**src/shared/div_defs.svh**
```systemverilog
// Constants of the integer divide unit: cycle counts, flag positions, trap layout
`ifndef DIV_DEFS_SVH
`define DIV_DEFS_SVH

// ------------------------------------------------------------
// Cycle counts from start to done, least value
// ------------------------------------------------------------
`define CYC_DIVU8_REG 6'h13
`define CYC_DIVU8_MEM 6'h19
`define CYC_DIVU16_REG 6'h19
`define CYC_DIVU16_MEM 6'h23
`define CYC_DIVU16_EVEN 6'h1f
`define CYC_DIV8_REG 6'h1d
`define CYC_DIV8_MEM 6'h23
`define CYC_DIV16_REG 6'h26
`define CYC_DIV16_MEM 6'h30
`define CYC_DIV16_EVEN 6'h2c
// Data-dependent additions; both together give the full spread of 5
`define CYC_X_DVD_NEG 6'h02
`define CYC_X_DSR_NEG 6'h03

// ------------------------------------------------------------
// Iterations of the shift-subtract loop
// ------------------------------------------------------------
`define ITER_BYTE 5'h08
`define ITER_WORD 5'h10

// ------------------------------------------------------------
// Flags word bits cleared on the trap
// ------------------------------------------------------------
`define FLAG_BIT_STEP 4
`define FLAG_BIT_IE 9

// ------------------------------------------------------------
// Trap sequence: six stack byte writes, four vector byte reads
// ------------------------------------------------------------
`define PUSH_LAST 4'h5
`define VEC_LAST 4'h3
`define VEC_BASE 16'h0000
`define SP_DROP 16'h0006

`endif

```
**src/shared/div_pkg.sv**
```systemverilog
// Types of the integer divide unit
package div_pkg;

    typedef enum logic [1:0] {
        OP_DIVU8 = 2'h0,
        OP_DIVU16 = 2'h1,
        OP_DIV8 = 2'h2,
        OP_DIV16 = 2'h3
    } div_op_e;

    typedef enum logic [3:0] {
        ST_IDLE = 4'h1,
        ST_RUN = 4'h2,
        ST_PUSH = 4'h4,
        ST_VEC = 4'h8
    } div_state_e;

endpackage : div_pkg

```
**src/rtl/integer_divide_unit.sv**
```systemverilog
// Integer divide unit: unsigned and signed byte/word division with divide-error trap
`timescale 1ns/10ps
`default_nettype none
`include "div_defs.svh"

// Notes on behaviour
// RULE1: Unsigned word divide: extension:accumulator by 16 bits, quotient acc, remainder ext.
// RULE2: Unsigned word quotient above ffff traps through vector 0, results undefined.
// RULE3: Unsigned word divide also takes its divisor from memory, same placement and trap.
// RULE4: Trap pushes flags at sp-1/2, segment at sp-3/4, counter at sp-5/6.
// RULE5: Trap lowers stack pointer by six, clears interrupt-enable and single-step flags.
// RULE6: Trap loads segment from bytes 3,2 and counter from bytes 1,0.
// RULE7: Signed byte divide: accumulator word by 8 bits, quotient low, remainder high.
// RULE8: Signed byte quotient only within +127 to -127, otherwise trap.
// RULE9: Signed word divide: 32-bit pair by 16 bits, quotient acc, remainder ext.
// RULE10: Signed word quotient only within +32767 to -32767, otherwise trap.
// RULE11: Signed remainder carries the sign of the dividend.
// RULE12: Quotient truncates toward zero.
// RULE13: Signed byte, register divisor: 29 to 34 clocks by data.
// RULE14: Signed byte, memory divisor: 35 to 40 clocks by data.
// RULE15: Signed word, register divisor: 38 to 43 clocks by data.
// RULE16: Signed word, memory: 48 to 53, or 44 to 49 aligned on wide bus.
// RULE17: Unsigned byte divide: quotient low, remainder high, trap above ff.
// RULE18: Arithmetic flags are unspecified after any division.
module integer_divide_unit (
    input wire logic clk_sys,
    input wire logic resetn,
    input wire logic start,
    input wire div_pkg::div_op_e op,
    input wire logic mem_operand,
    input wire logic bus16,
    input wire logic even_addr,
    input wire logic [15:0] accumulator_word,
    input wire logic [15:0] extension_word,
    input wire logic [15:0] divisor,
    input wire logic [15:0] flags_word,
    input wire logic [15:0] code_segment_base,
    input wire logic [15:0] program_counter,
    input wire logic [15:0] stack_pointer,
    input wire logic mem_ack,
    input wire logic [7:0] mem_rdata,
    output var logic busy_r,
    output var logic done_r,
    output var logic trap_r,
    output var logic [15:0] acc_out_r,
    output var logic [15:0] ext_out_r,
    output var logic [15:0] flags_out_r,
    output var logic [15:0] cs_out_r,
    output var logic [15:0] pc_out_r,
    output var logic [15:0] sp_out_r,
    output var logic mem_req_r,
    output var logic mem_we_r,
    output var logic mem_stack_r,
    output var logic [15:0] mem_addr_r,
    output var logic [7:0] mem_wdata_r
);

    // ------------------------------------------------------------
    // Operand preparation at start
    // ------------------------------------------------------------
    div_pkg::div_state_e state_r;
    logic sgn;
    logic word;
    logic take;
    logic [31:0] dvd_raw;
    logic [31:0] dvd_mag;
    logic [15:0] dsr_raw;
    logic [15:0] dsr_mag;
    logic [15:0] hi0;
    logic [15:0] lo0;
    logic dvd_neg;
    logic dsr_neg;
    logic [5:0] base_cyc;
    logic [5:0] total_cyc;

    assign sgn = op[1];
    assign word = op[0];
    assign take = start && (state_r == div_pkg::ST_IDLE);

    always_comb begin
        // RULE1 dividend pair
        dvd_raw = word ? {extension_word, accumulator_word}
                       : {{16{sgn & accumulator_word[15]}}, accumulator_word};
        dvd_neg = sgn & dvd_raw[31];
        // RULE12 magnitude division truncates toward zero
        dvd_mag = dvd_neg ? 32'h0 - dvd_raw : dvd_raw;
        dsr_raw = word ? divisor : {{8{sgn & divisor[7]}}, divisor[7:0]};
        dsr_neg = sgn & dsr_raw[15];
        dsr_mag = dsr_neg ? 16'h0 - dsr_raw : dsr_raw;
        // Byte low half sits at the top so the quotient lands in bits 7:0
        hi0 = word ? dvd_mag[31:16] : {8'h0, dvd_mag[15:8]};
        lo0 = word ? dvd_mag[15:0] : {dvd_mag[7:0], 8'h0};
    end

    always_comb begin
        unique case (op)
            // RULE17 unsigned byte timing
            div_pkg::OP_DIVU8: base_cyc = mem_operand ? `CYC_DIVU8_MEM : `CYC_DIVU8_REG;
            // RULE3 memory divisor form
            div_pkg::OP_DIVU16: base_cyc = !mem_operand ? `CYC_DIVU16_REG :
                                (bus16 && even_addr) ? `CYC_DIVU16_EVEN : `CYC_DIVU16_MEM;
            // RULE13 RULE14 signed byte timing
            div_pkg::OP_DIV8: base_cyc = mem_operand ? `CYC_DIV8_MEM : `CYC_DIV8_REG;
            // RULE15 RULE16 signed word timing
            div_pkg::OP_DIV16: base_cyc = !mem_operand ? `CYC_DIV16_REG :
                               (bus16 && even_addr) ? `CYC_DIV16_EVEN : `CYC_DIV16_MEM;
        endcase
        total_cyc = base_cyc + (dvd_neg ? `CYC_X_DVD_NEG : 6'h0)
                  + (dsr_neg ? `CYC_X_DSR_NEG : 6'h0);
    end

    // ------------------------------------------------------------
    // Shift-subtract divider
    // ------------------------------------------------------------
    logic [15:0] rem_r;
    logic [15:0] quo_r;
    logic [15:0] dsr_r;
    logic [4:0] iter_r;
    logic [5:0] cyc_r;
    logic pre_ovf_r;
    logic sgn_r;
    logic word_r;
    logic dvd_neg_r;
    logic q_neg_r;
    logic [16:0] shifted;
    logic [17:0] diff;

    assign shifted = {rem_r, quo_r[15]};
    assign diff = {1'b0, shifted} - {2'h0, dsr_r};

    always_ff @(posedge clk_sys or negedge resetn) begin
        if (!resetn) begin
            rem_r <= 16'h0;
            quo_r <= 16'h0;
            dsr_r <= 16'h0;
            iter_r <= 5'h0;
            pre_ovf_r <= 1'b0;
            sgn_r <= 1'b0;
            word_r <= 1'b0;
            dvd_neg_r <= 1'b0;
            q_neg_r <= 1'b0;
        end else if (take) begin
            rem_r <= hi0;
            quo_r <= lo0;
            dsr_r <= dsr_mag;
            iter_r <= word ? `ITER_WORD : `ITER_BYTE;
            // A high half not below the divisor cannot give a quotient that fits
            pre_ovf_r <= (hi0 >= dsr_mag);
            sgn_r <= sgn;
            word_r <= word;
            dvd_neg_r <= dvd_neg;
            q_neg_r <= dvd_neg ^ dsr_neg;
        end else if (state_r == div_pkg::ST_RUN && iter_r != 5'h0 && !pre_ovf_r) begin
            iter_r <= iter_r - 5'h1;
            if (!diff[17]) begin
                rem_r <= diff[15:0];
                quo_r <= {quo_r[14:0], 1'b1};
            end else begin
                rem_r <= shifted[15:0];
                quo_r <= {quo_r[14:0], 1'b0};
            end
        end
    end

    // ------------------------------------------------------------
    // Result forming and range check
    // ------------------------------------------------------------
    logic [15:0] q_s;
    logic [15:0] r_s;
    logic range_ovf;
    logic fault;

    assign q_s = q_neg_r ? 16'h0 - quo_r : quo_r;
    // RULE11 remainder follows the dividend sign
    assign r_s = dvd_neg_r ? 16'h0 - rem_r : rem_r;
    // RULE8 RULE10 magnitude above 7f or 7fff traps, so -128 and -32768 trap too
    assign range_ovf = sgn_r & (word_r ? quo_r[15] : quo_r[7]);
    // RULE2 unsigned overflow, zero divisor included
    assign fault = pre_ovf_r | range_ovf;

    // ------------------------------------------------------------
    // Sequencing
    // ------------------------------------------------------------
    logic [3:0] step_r;
    logic finish;
    logic push_last;
    logic vec_last;

    assign finish = (state_r == div_pkg::ST_RUN) && (cyc_r == 6'h1);
    assign push_last = (state_r == div_pkg::ST_PUSH) && mem_ack && (step_r == `PUSH_LAST);
    assign vec_last = (state_r == div_pkg::ST_VEC) && mem_ack && (step_r == `VEC_LAST);

    always_ff @(posedge clk_sys or negedge resetn) begin
        if (!resetn) begin
            state_r <= div_pkg::ST_IDLE;
            cyc_r <= 6'h0;
        end else begin
            unique case (state_r)
                div_pkg::ST_IDLE: begin
                    if (take) begin
                        state_r <= div_pkg::ST_RUN;
                        cyc_r <= total_cyc;
                    end
                end
                div_pkg::ST_RUN: begin
                    cyc_r <= cyc_r - 6'h1;
                    if (finish) begin
                        state_r <= fault ? div_pkg::ST_PUSH : div_pkg::ST_IDLE;
                    end
                end
                div_pkg::ST_PUSH: begin
                    if (push_last) begin
                        state_r <= div_pkg::ST_VEC;
                    end
                end
                div_pkg::ST_VEC: begin
                    if (vec_last) begin
                        state_r <= div_pkg::ST_IDLE;
                    end
                end
                default: state_r <= div_pkg::ST_IDLE;
            endcase
        end
    end

    always_ff @(posedge clk_sys or negedge resetn) begin
        if (!resetn) begin
            busy_r <= 1'b0;
        end else if (take) begin
            busy_r <= 1'b1;
        end else if ((finish && !fault) || vec_last) begin
            busy_r <= 1'b0;
        end
    end

    // ------------------------------------------------------------
    // Trap memory port
    // ------------------------------------------------------------
    // Indexed by the beat just acked, so it names the word of the next beat
    logic [15:0] push_data;

    always_comb begin
        unique case (step_r)
            4'h0: push_data = flags_word;
            4'h1: push_data = code_segment_base;
            4'h2: push_data = code_segment_base;
            4'h3: push_data = program_counter;
            4'h4: push_data = program_counter;
            default: push_data = program_counter;
        endcase
    end

    always_ff @(posedge clk_sys or negedge resetn) begin
        if (!resetn) begin
            step_r <= 4'h0;
            mem_req_r <= 1'b0;
            mem_we_r <= 1'b0;
            mem_stack_r <= 1'b0;
            mem_addr_r <= 16'h0;
            mem_wdata_r <= 8'h0;
        end else if (finish && fault) begin
            // RULE4 first push: flags high byte at sp-1
            step_r <= 4'h0;
            mem_req_r <= 1'b1;
            mem_we_r <= 1'b1;
            mem_stack_r <= 1'b1;
            mem_addr_r <= stack_pointer - 16'h1;
            mem_wdata_r <= flags_word[15:8];
        end else if (push_last) begin
            // RULE6 vector fetch starts at byte 0
            step_r <= 4'h0;
            mem_we_r <= 1'b0;
            mem_stack_r <= 1'b0;
            mem_addr_r <= `VEC_BASE;
            mem_wdata_r <= 8'h0;
        end else if (vec_last) begin
            mem_req_r <= 1'b0;
        end else if (mem_req_r && mem_ack) begin
            step_r <= step_r + 4'h1;
            if (state_r == div_pkg::ST_PUSH) begin
                // RULE4 high byte at the odd offset, low byte just below
                mem_addr_r <= mem_addr_r - 16'h1;
                mem_wdata_r <= step_r[0] ? push_data[15:8] : push_data[7:0];
            end else begin
                mem_addr_r <= mem_addr_r + 16'h1;
            end
        end
    end

    // ------------------------------------------------------------
    // Results
    // ------------------------------------------------------------
    always_ff @(posedge clk_sys or negedge resetn) begin
        if (!resetn) begin
            done_r <= 1'b0;
            trap_r <= 1'b0;
            acc_out_r <= 16'h0;
            ext_out_r <= 16'h0;
            flags_out_r <= 16'h0;
            cs_out_r <= 16'h0;
            pc_out_r <= 16'h0;
            sp_out_r <= 16'h0;
        end else begin
            done_r <= (finish && !fault) || vec_last;
            trap_r <= vec_last;
            if (finish && !fault) begin
                // RULE7 RULE17 byte: remainder high, quotient low
                // RULE9 word: quotient to acc, remainder to ext
                acc_out_r <= word_r ? q_s : {r_s[7:0], q_s[7:0]};
                ext_out_r <= word_r ? r_s : extension_word;
                // RULE18 flags passed through, callers must not rely on them
                flags_out_r <= flags_word;
                cs_out_r <= code_segment_base;
                pc_out_r <= program_counter;
                sp_out_r <= stack_pointer;
            end else if (state_r == div_pkg::ST_VEC && mem_ack) begin
                // RULE6 bytes 0,1 to counter, 2,3 to segment
                unique case (step_r[1:0])
                    2'h0: pc_out_r[7:0] <= mem_rdata;
                    2'h1: pc_out_r[15:8] <= mem_rdata;
                    2'h2: cs_out_r[7:0] <= mem_rdata;
                    2'h3: cs_out_r[15:8] <= mem_rdata;
                endcase
                if (vec_last) begin
                    // RULE5 stack drops by six, both flags cleared
                    sp_out_r <= stack_pointer - `SP_DROP;
                    flags_out_r <= flags_word & ~((16'h1 << `FLAG_BIT_IE)
                                                | (16'h1 << `FLAG_BIT_STEP));
                    acc_out_r <= accumulator_word;
                    ext_out_r <= extension_word;
                end
            end
        end
    end

endmodule : integer_divide_unit
`default_nettype wire

```
**config.mk**
```make
export PLATFORM = sky130hd
export DESIGN_NAME = integer_divide_unit
export DESIGN_NICKNAME = d
export VERILOG_FILES = /design/src/shared/div_pkg.sv /design/src/rtl/integer_divide_unit.sv
export VERILOG_INCLUDE_DIRS = /design/src /design/src/shared
export SDC_FILE = /design/constraint.sdc
export NUM_CORES = 1
export LEC_CHECK = 0
export ABC_AREA = 1
export BUFFER_PORTS_ARGS = -buffer_cell sky130_fd_sc_hd__buf_2
export CORE_MARGIN = 5
export CORE_UTILIZATION = 30
export DETAILED_ROUTE_END_ITERATION = 6
export PLACE_DENSITY_LB_ADDON = 0.1
export REMOVE_ABC_BUFFERS = 1
export SYNTH_ARGS = -nofsm -noshare
export SYNTH_HDL_FRONTEND = slang
export SYNTH_SLANG_ARGS = --single-unit
```
**constraint.sdc**
```tcl
create_clock -name clk_sys -period 7.4 [get_ports clk_sys]
set_input_delay 0.37 -clock clk_sys [delete_from_list [all_inputs] [get_ports clk_sys]]
set_output_delay 0.37 -clock clk_sys [all_outputs]
set_load 0.05 [all_outputs]
```
==> results.json <==
{
  "synth.ff_latch_count": 197,
  "critical_path_class": "reg2reg",
  "hold_path_class": "in2reg",
  "track_usage": 0.216,
  "async_reset_ff_frac": 1.00,
  "synth_compound_area_frac": 0.136,
  "post_dp_cell_area_sq_um": 16400,
  "post_cts_buffers": 0,
  "cpMostUsedCell": "nor2_1",
  "antenna_found_initial": 1,
  "routed_via_density": 5.04,
  "die_w_um": 231,
  "crit_family": "simple AND/OR/NAND/NOR gates",
  "tightestPinTransition_ps": 1050,
  "cts_buffers": 17,
  "synthMuxAreaShare": 0,
  "grt-ovfl-total": 0,
  "cp_slowest_cell": "inv_2",
  "fillerInstances": 5373,
  "ant_nets": 0,
  "ctsResizeCount": 0,
  "wl_um": 58300,
  "yosys.area_share.simple": 0.343,
  "stdcell_area_sq_um": 17000,
  "ys_seq_area_frac": 0.337,
  "gp_congestion": 0.906,
  "slew_headroom": 0.298,
  "finalClockSkew_ps": 12.1,
  "setup_viol": 0,
  "mostFrequentLayoutCells": "nand2_1 (660), buf_2 (253), nor2_1 (250)",
  "drt_iter0_markers": 1145,
  "synthCells": 2194,
  "cap_violations": 0,
  "slew_violations": 0,
  "clk_pin_slew_ps": 80,
  "syn_avg_cell_area_sq_um": 6.67,
  "wire_per_inst_um": 19.2,
  "hold_viol": 0,
  "synth_top_family_by_area": "simple AND/OR/NAND/NOR gates",
  "status": "finished, final reports clean",
  "p_leak_uw": 0.00893,
  "period_share": 0.482,
  "grt_pass1_vias": 14800,
  "portBuffers": 254,
  "final_nets": 2605,
  "synth_edf_count": 0,
  "cts_max_level": 4,
  "first_pass_iters": 5,
  "dp.final_hpwl_um": 46000,
  "initial_core_util": 0.301,
  "path_buf_inv": 3,
  "max_freq_mhz": 281,
  "ir_drop_mv": 0.164,
  "drive_above_1_share": 0.139,
  "vias": 15300,
  "synthXorXnorAreaFrac": 0.0341,
  "grt_pass1_wl_um": 88900,
  "grt_setup_unrepaired": "false",
  "crit_chain": "nor2_2 > nand3_2 > nor2_1 > nand2_1 > inv_2 > nor2_1 > buf_4 > inv_1 > nor2_1 > a21oi_1 > nand2_1",
  "clock-sinks": 197,
  "worstPathMaxFanout": 21,
  "final_core_utilization": 0.350,
  "final_common_cell": "nand2_1",
  "startpoint_type": "register",
  "syn_area_sq_um": 14600,
  "critPathMaxStageDelay_ps": 570,
  "crit_path_end_kind": "register",
  "dieArea_sq_um": 53300,
  "area_growth_syn_to_layout_pct": 16.3,
  "coreArea_sq_um": 48500,
  "grt_start_max_net_pins": 101,
  "synth_fa_ha_area_frac": 0.0619,
  "cp_data_required_time_ps": 7780,
  "cts.path.max_buffers": 2,
  "tritoncts": "yes",
  "pin_count": 255,
  "ctsRootBufferMaster": "clkbuf_16",
  "tns_ps": 0,
  "ys_warn_count": 0,
  "cp.arrival_ps": 3940,
  "rows": 81,
  "finalPower_uw": 6500,
  "die_y_um": 231,
  "ctsHoldBuffers": 1,
  "ys.flop_type": "dfrtp_1",
  "period_needed_ps": 3560,
  "synthDistinctLibCells": 52,
  "powerDensity_nw_per_um2": 382,
  "drc_errors": 0,
  "insertion_delay_ps": 500,
  "whs_ps": 102
}
==> area by class of cell <==
type                    count  area [sq um]  share of cell area
well taps                 622           778              0.0458
inverters                 243           912              0.0536
multi-input cells        1681          8410               0.495
clock buffers              17           425              0.0250
diodes                      1          2.50            0.000147
repair buffers            266          1390              0.0815
flip-flops and latches    197          4930               0.290
clock inverters            15           161             0.00949
==> worst reg2reg max path, stage by stage (launching register included) <==
cell and delay (ps):
dfrtp_1 410, nor2_2 170, nand3_2 270, nor2_1 210, nand2_1 530, inv_2 570
nor2_1 120, buf_4 230, inv_1 480, nor2_1 90, a21oi_1 260, nand2_1 90
==> synth_stat cells (all sizes together) (3+ instances only) <==
cell     instances  area, sq um
a21o             4         30.0
and3            10         62.6
a21oi          114          571
clkinv           3         11.3
nand3b           4         30.0
o22ai           11         68.8
a22oi            8         60.1
o2111ai          8         70.1
inv            240          901
nor2           257         1000
dfrtp          196         4900
xnor2           13          114
nand4           37          238
nor3            21          110
ha              66          826
o21bai           3         22.5
o211ai          14          105
or2              4         25.0
a31oi           21          144
clkbuf          27          103
nand3          196         1000
fa               4         80.1
nand2          667         2530
buf             46          270
and2             3         18.8
xor2            44          385
o21ai          157          793
==> per-layer routing <==
layer / vias to the layer above / part of all wire / track usage / wire length [um]
li1: 7597 / - / - / -
met1: 7302 / 0.46 / 0.289 / 26700
met2: 376 / 0.48 / 0.364 / 28200
met3: 52 / 0.041 / 0.0332 / 2400
met4: 0 / 0.017 / 0.0578 / 990
met5: - / 0 / 0 / 0
==> state kept, by name, summed over array words and instances (netlist names), 4 cells and up <==
signal / count
mem_addr_r: 16
sp_out_r: 16
acc_out_r: 16
iter_r: 5
ext_out_r: 16
quo_r: 16
dsr_r: 16
pc_out_r: 16
cs_out_r: 16
state_r: 4
cyc_r: 6
flags_out_r: 16
rem_r: 16
mem_wdata_r: 8
step_r: 4
==> power by group <==
part / internal [uW] / total (uW) / switching, uW
clock: 478 / 986 / 508
sequential: 1470 / 1840 / 367
combinational: 1050 / 3670 / 2620
total: 3000 / 6500 / 3500
==> path summary, 6_finish.rpt <==
| kind | start | endpoint | slack, ps | cells after the start |
|---|---|---|---|---|
| worst max-delay path | state_r[3]$_DFFE_PN0P_ | rem_r[11]$_DFFE_PN0P_ | 3840 | 11 |
| worst min-delay path | program_counter[10] | pc_out_r[10]$_DFFE_PN0P_ | 100 | 3 |
| worst max register to register | state_r[3]$_DFFE_PN0P_ | rem_r[11]$_DFFE_PN0P_ | 3840 | 11 |
| worst min register to register | busy_r$_DFFE_PN0P_ | busy_r$_DFFE_PN0P_ | 470 | 2 |
| max in group asynchronous | resetn | dsr_r[7]$_DFFE_PN0P_ | 5800 | 3 |
| min in group asynchronous | resetn | cs_out_r[10]$_DFFE_PN0P_ | 480 | 2 |
==> per-stage QoR <==
stage,setup slack (ps),std cells
2_1_floorplan,3430,2121
3_3_place_gp,3600,3008
3_5_place_dp,3550,3008
4_1_cts,3810,3041
5_1_grt,3630,3042
6_report,3840,3042
==> kinds of logic after synthesis <==
| logic type | Yosys count |
|---|---|
| xor+xnor | 57 |
| flops | 197 |
| compound gates | 355 |
| fa+ha+maj | 70 |
| simple gates | 1199 |
| buf+inv | 316 |
(Power assumes the default switching activity.)
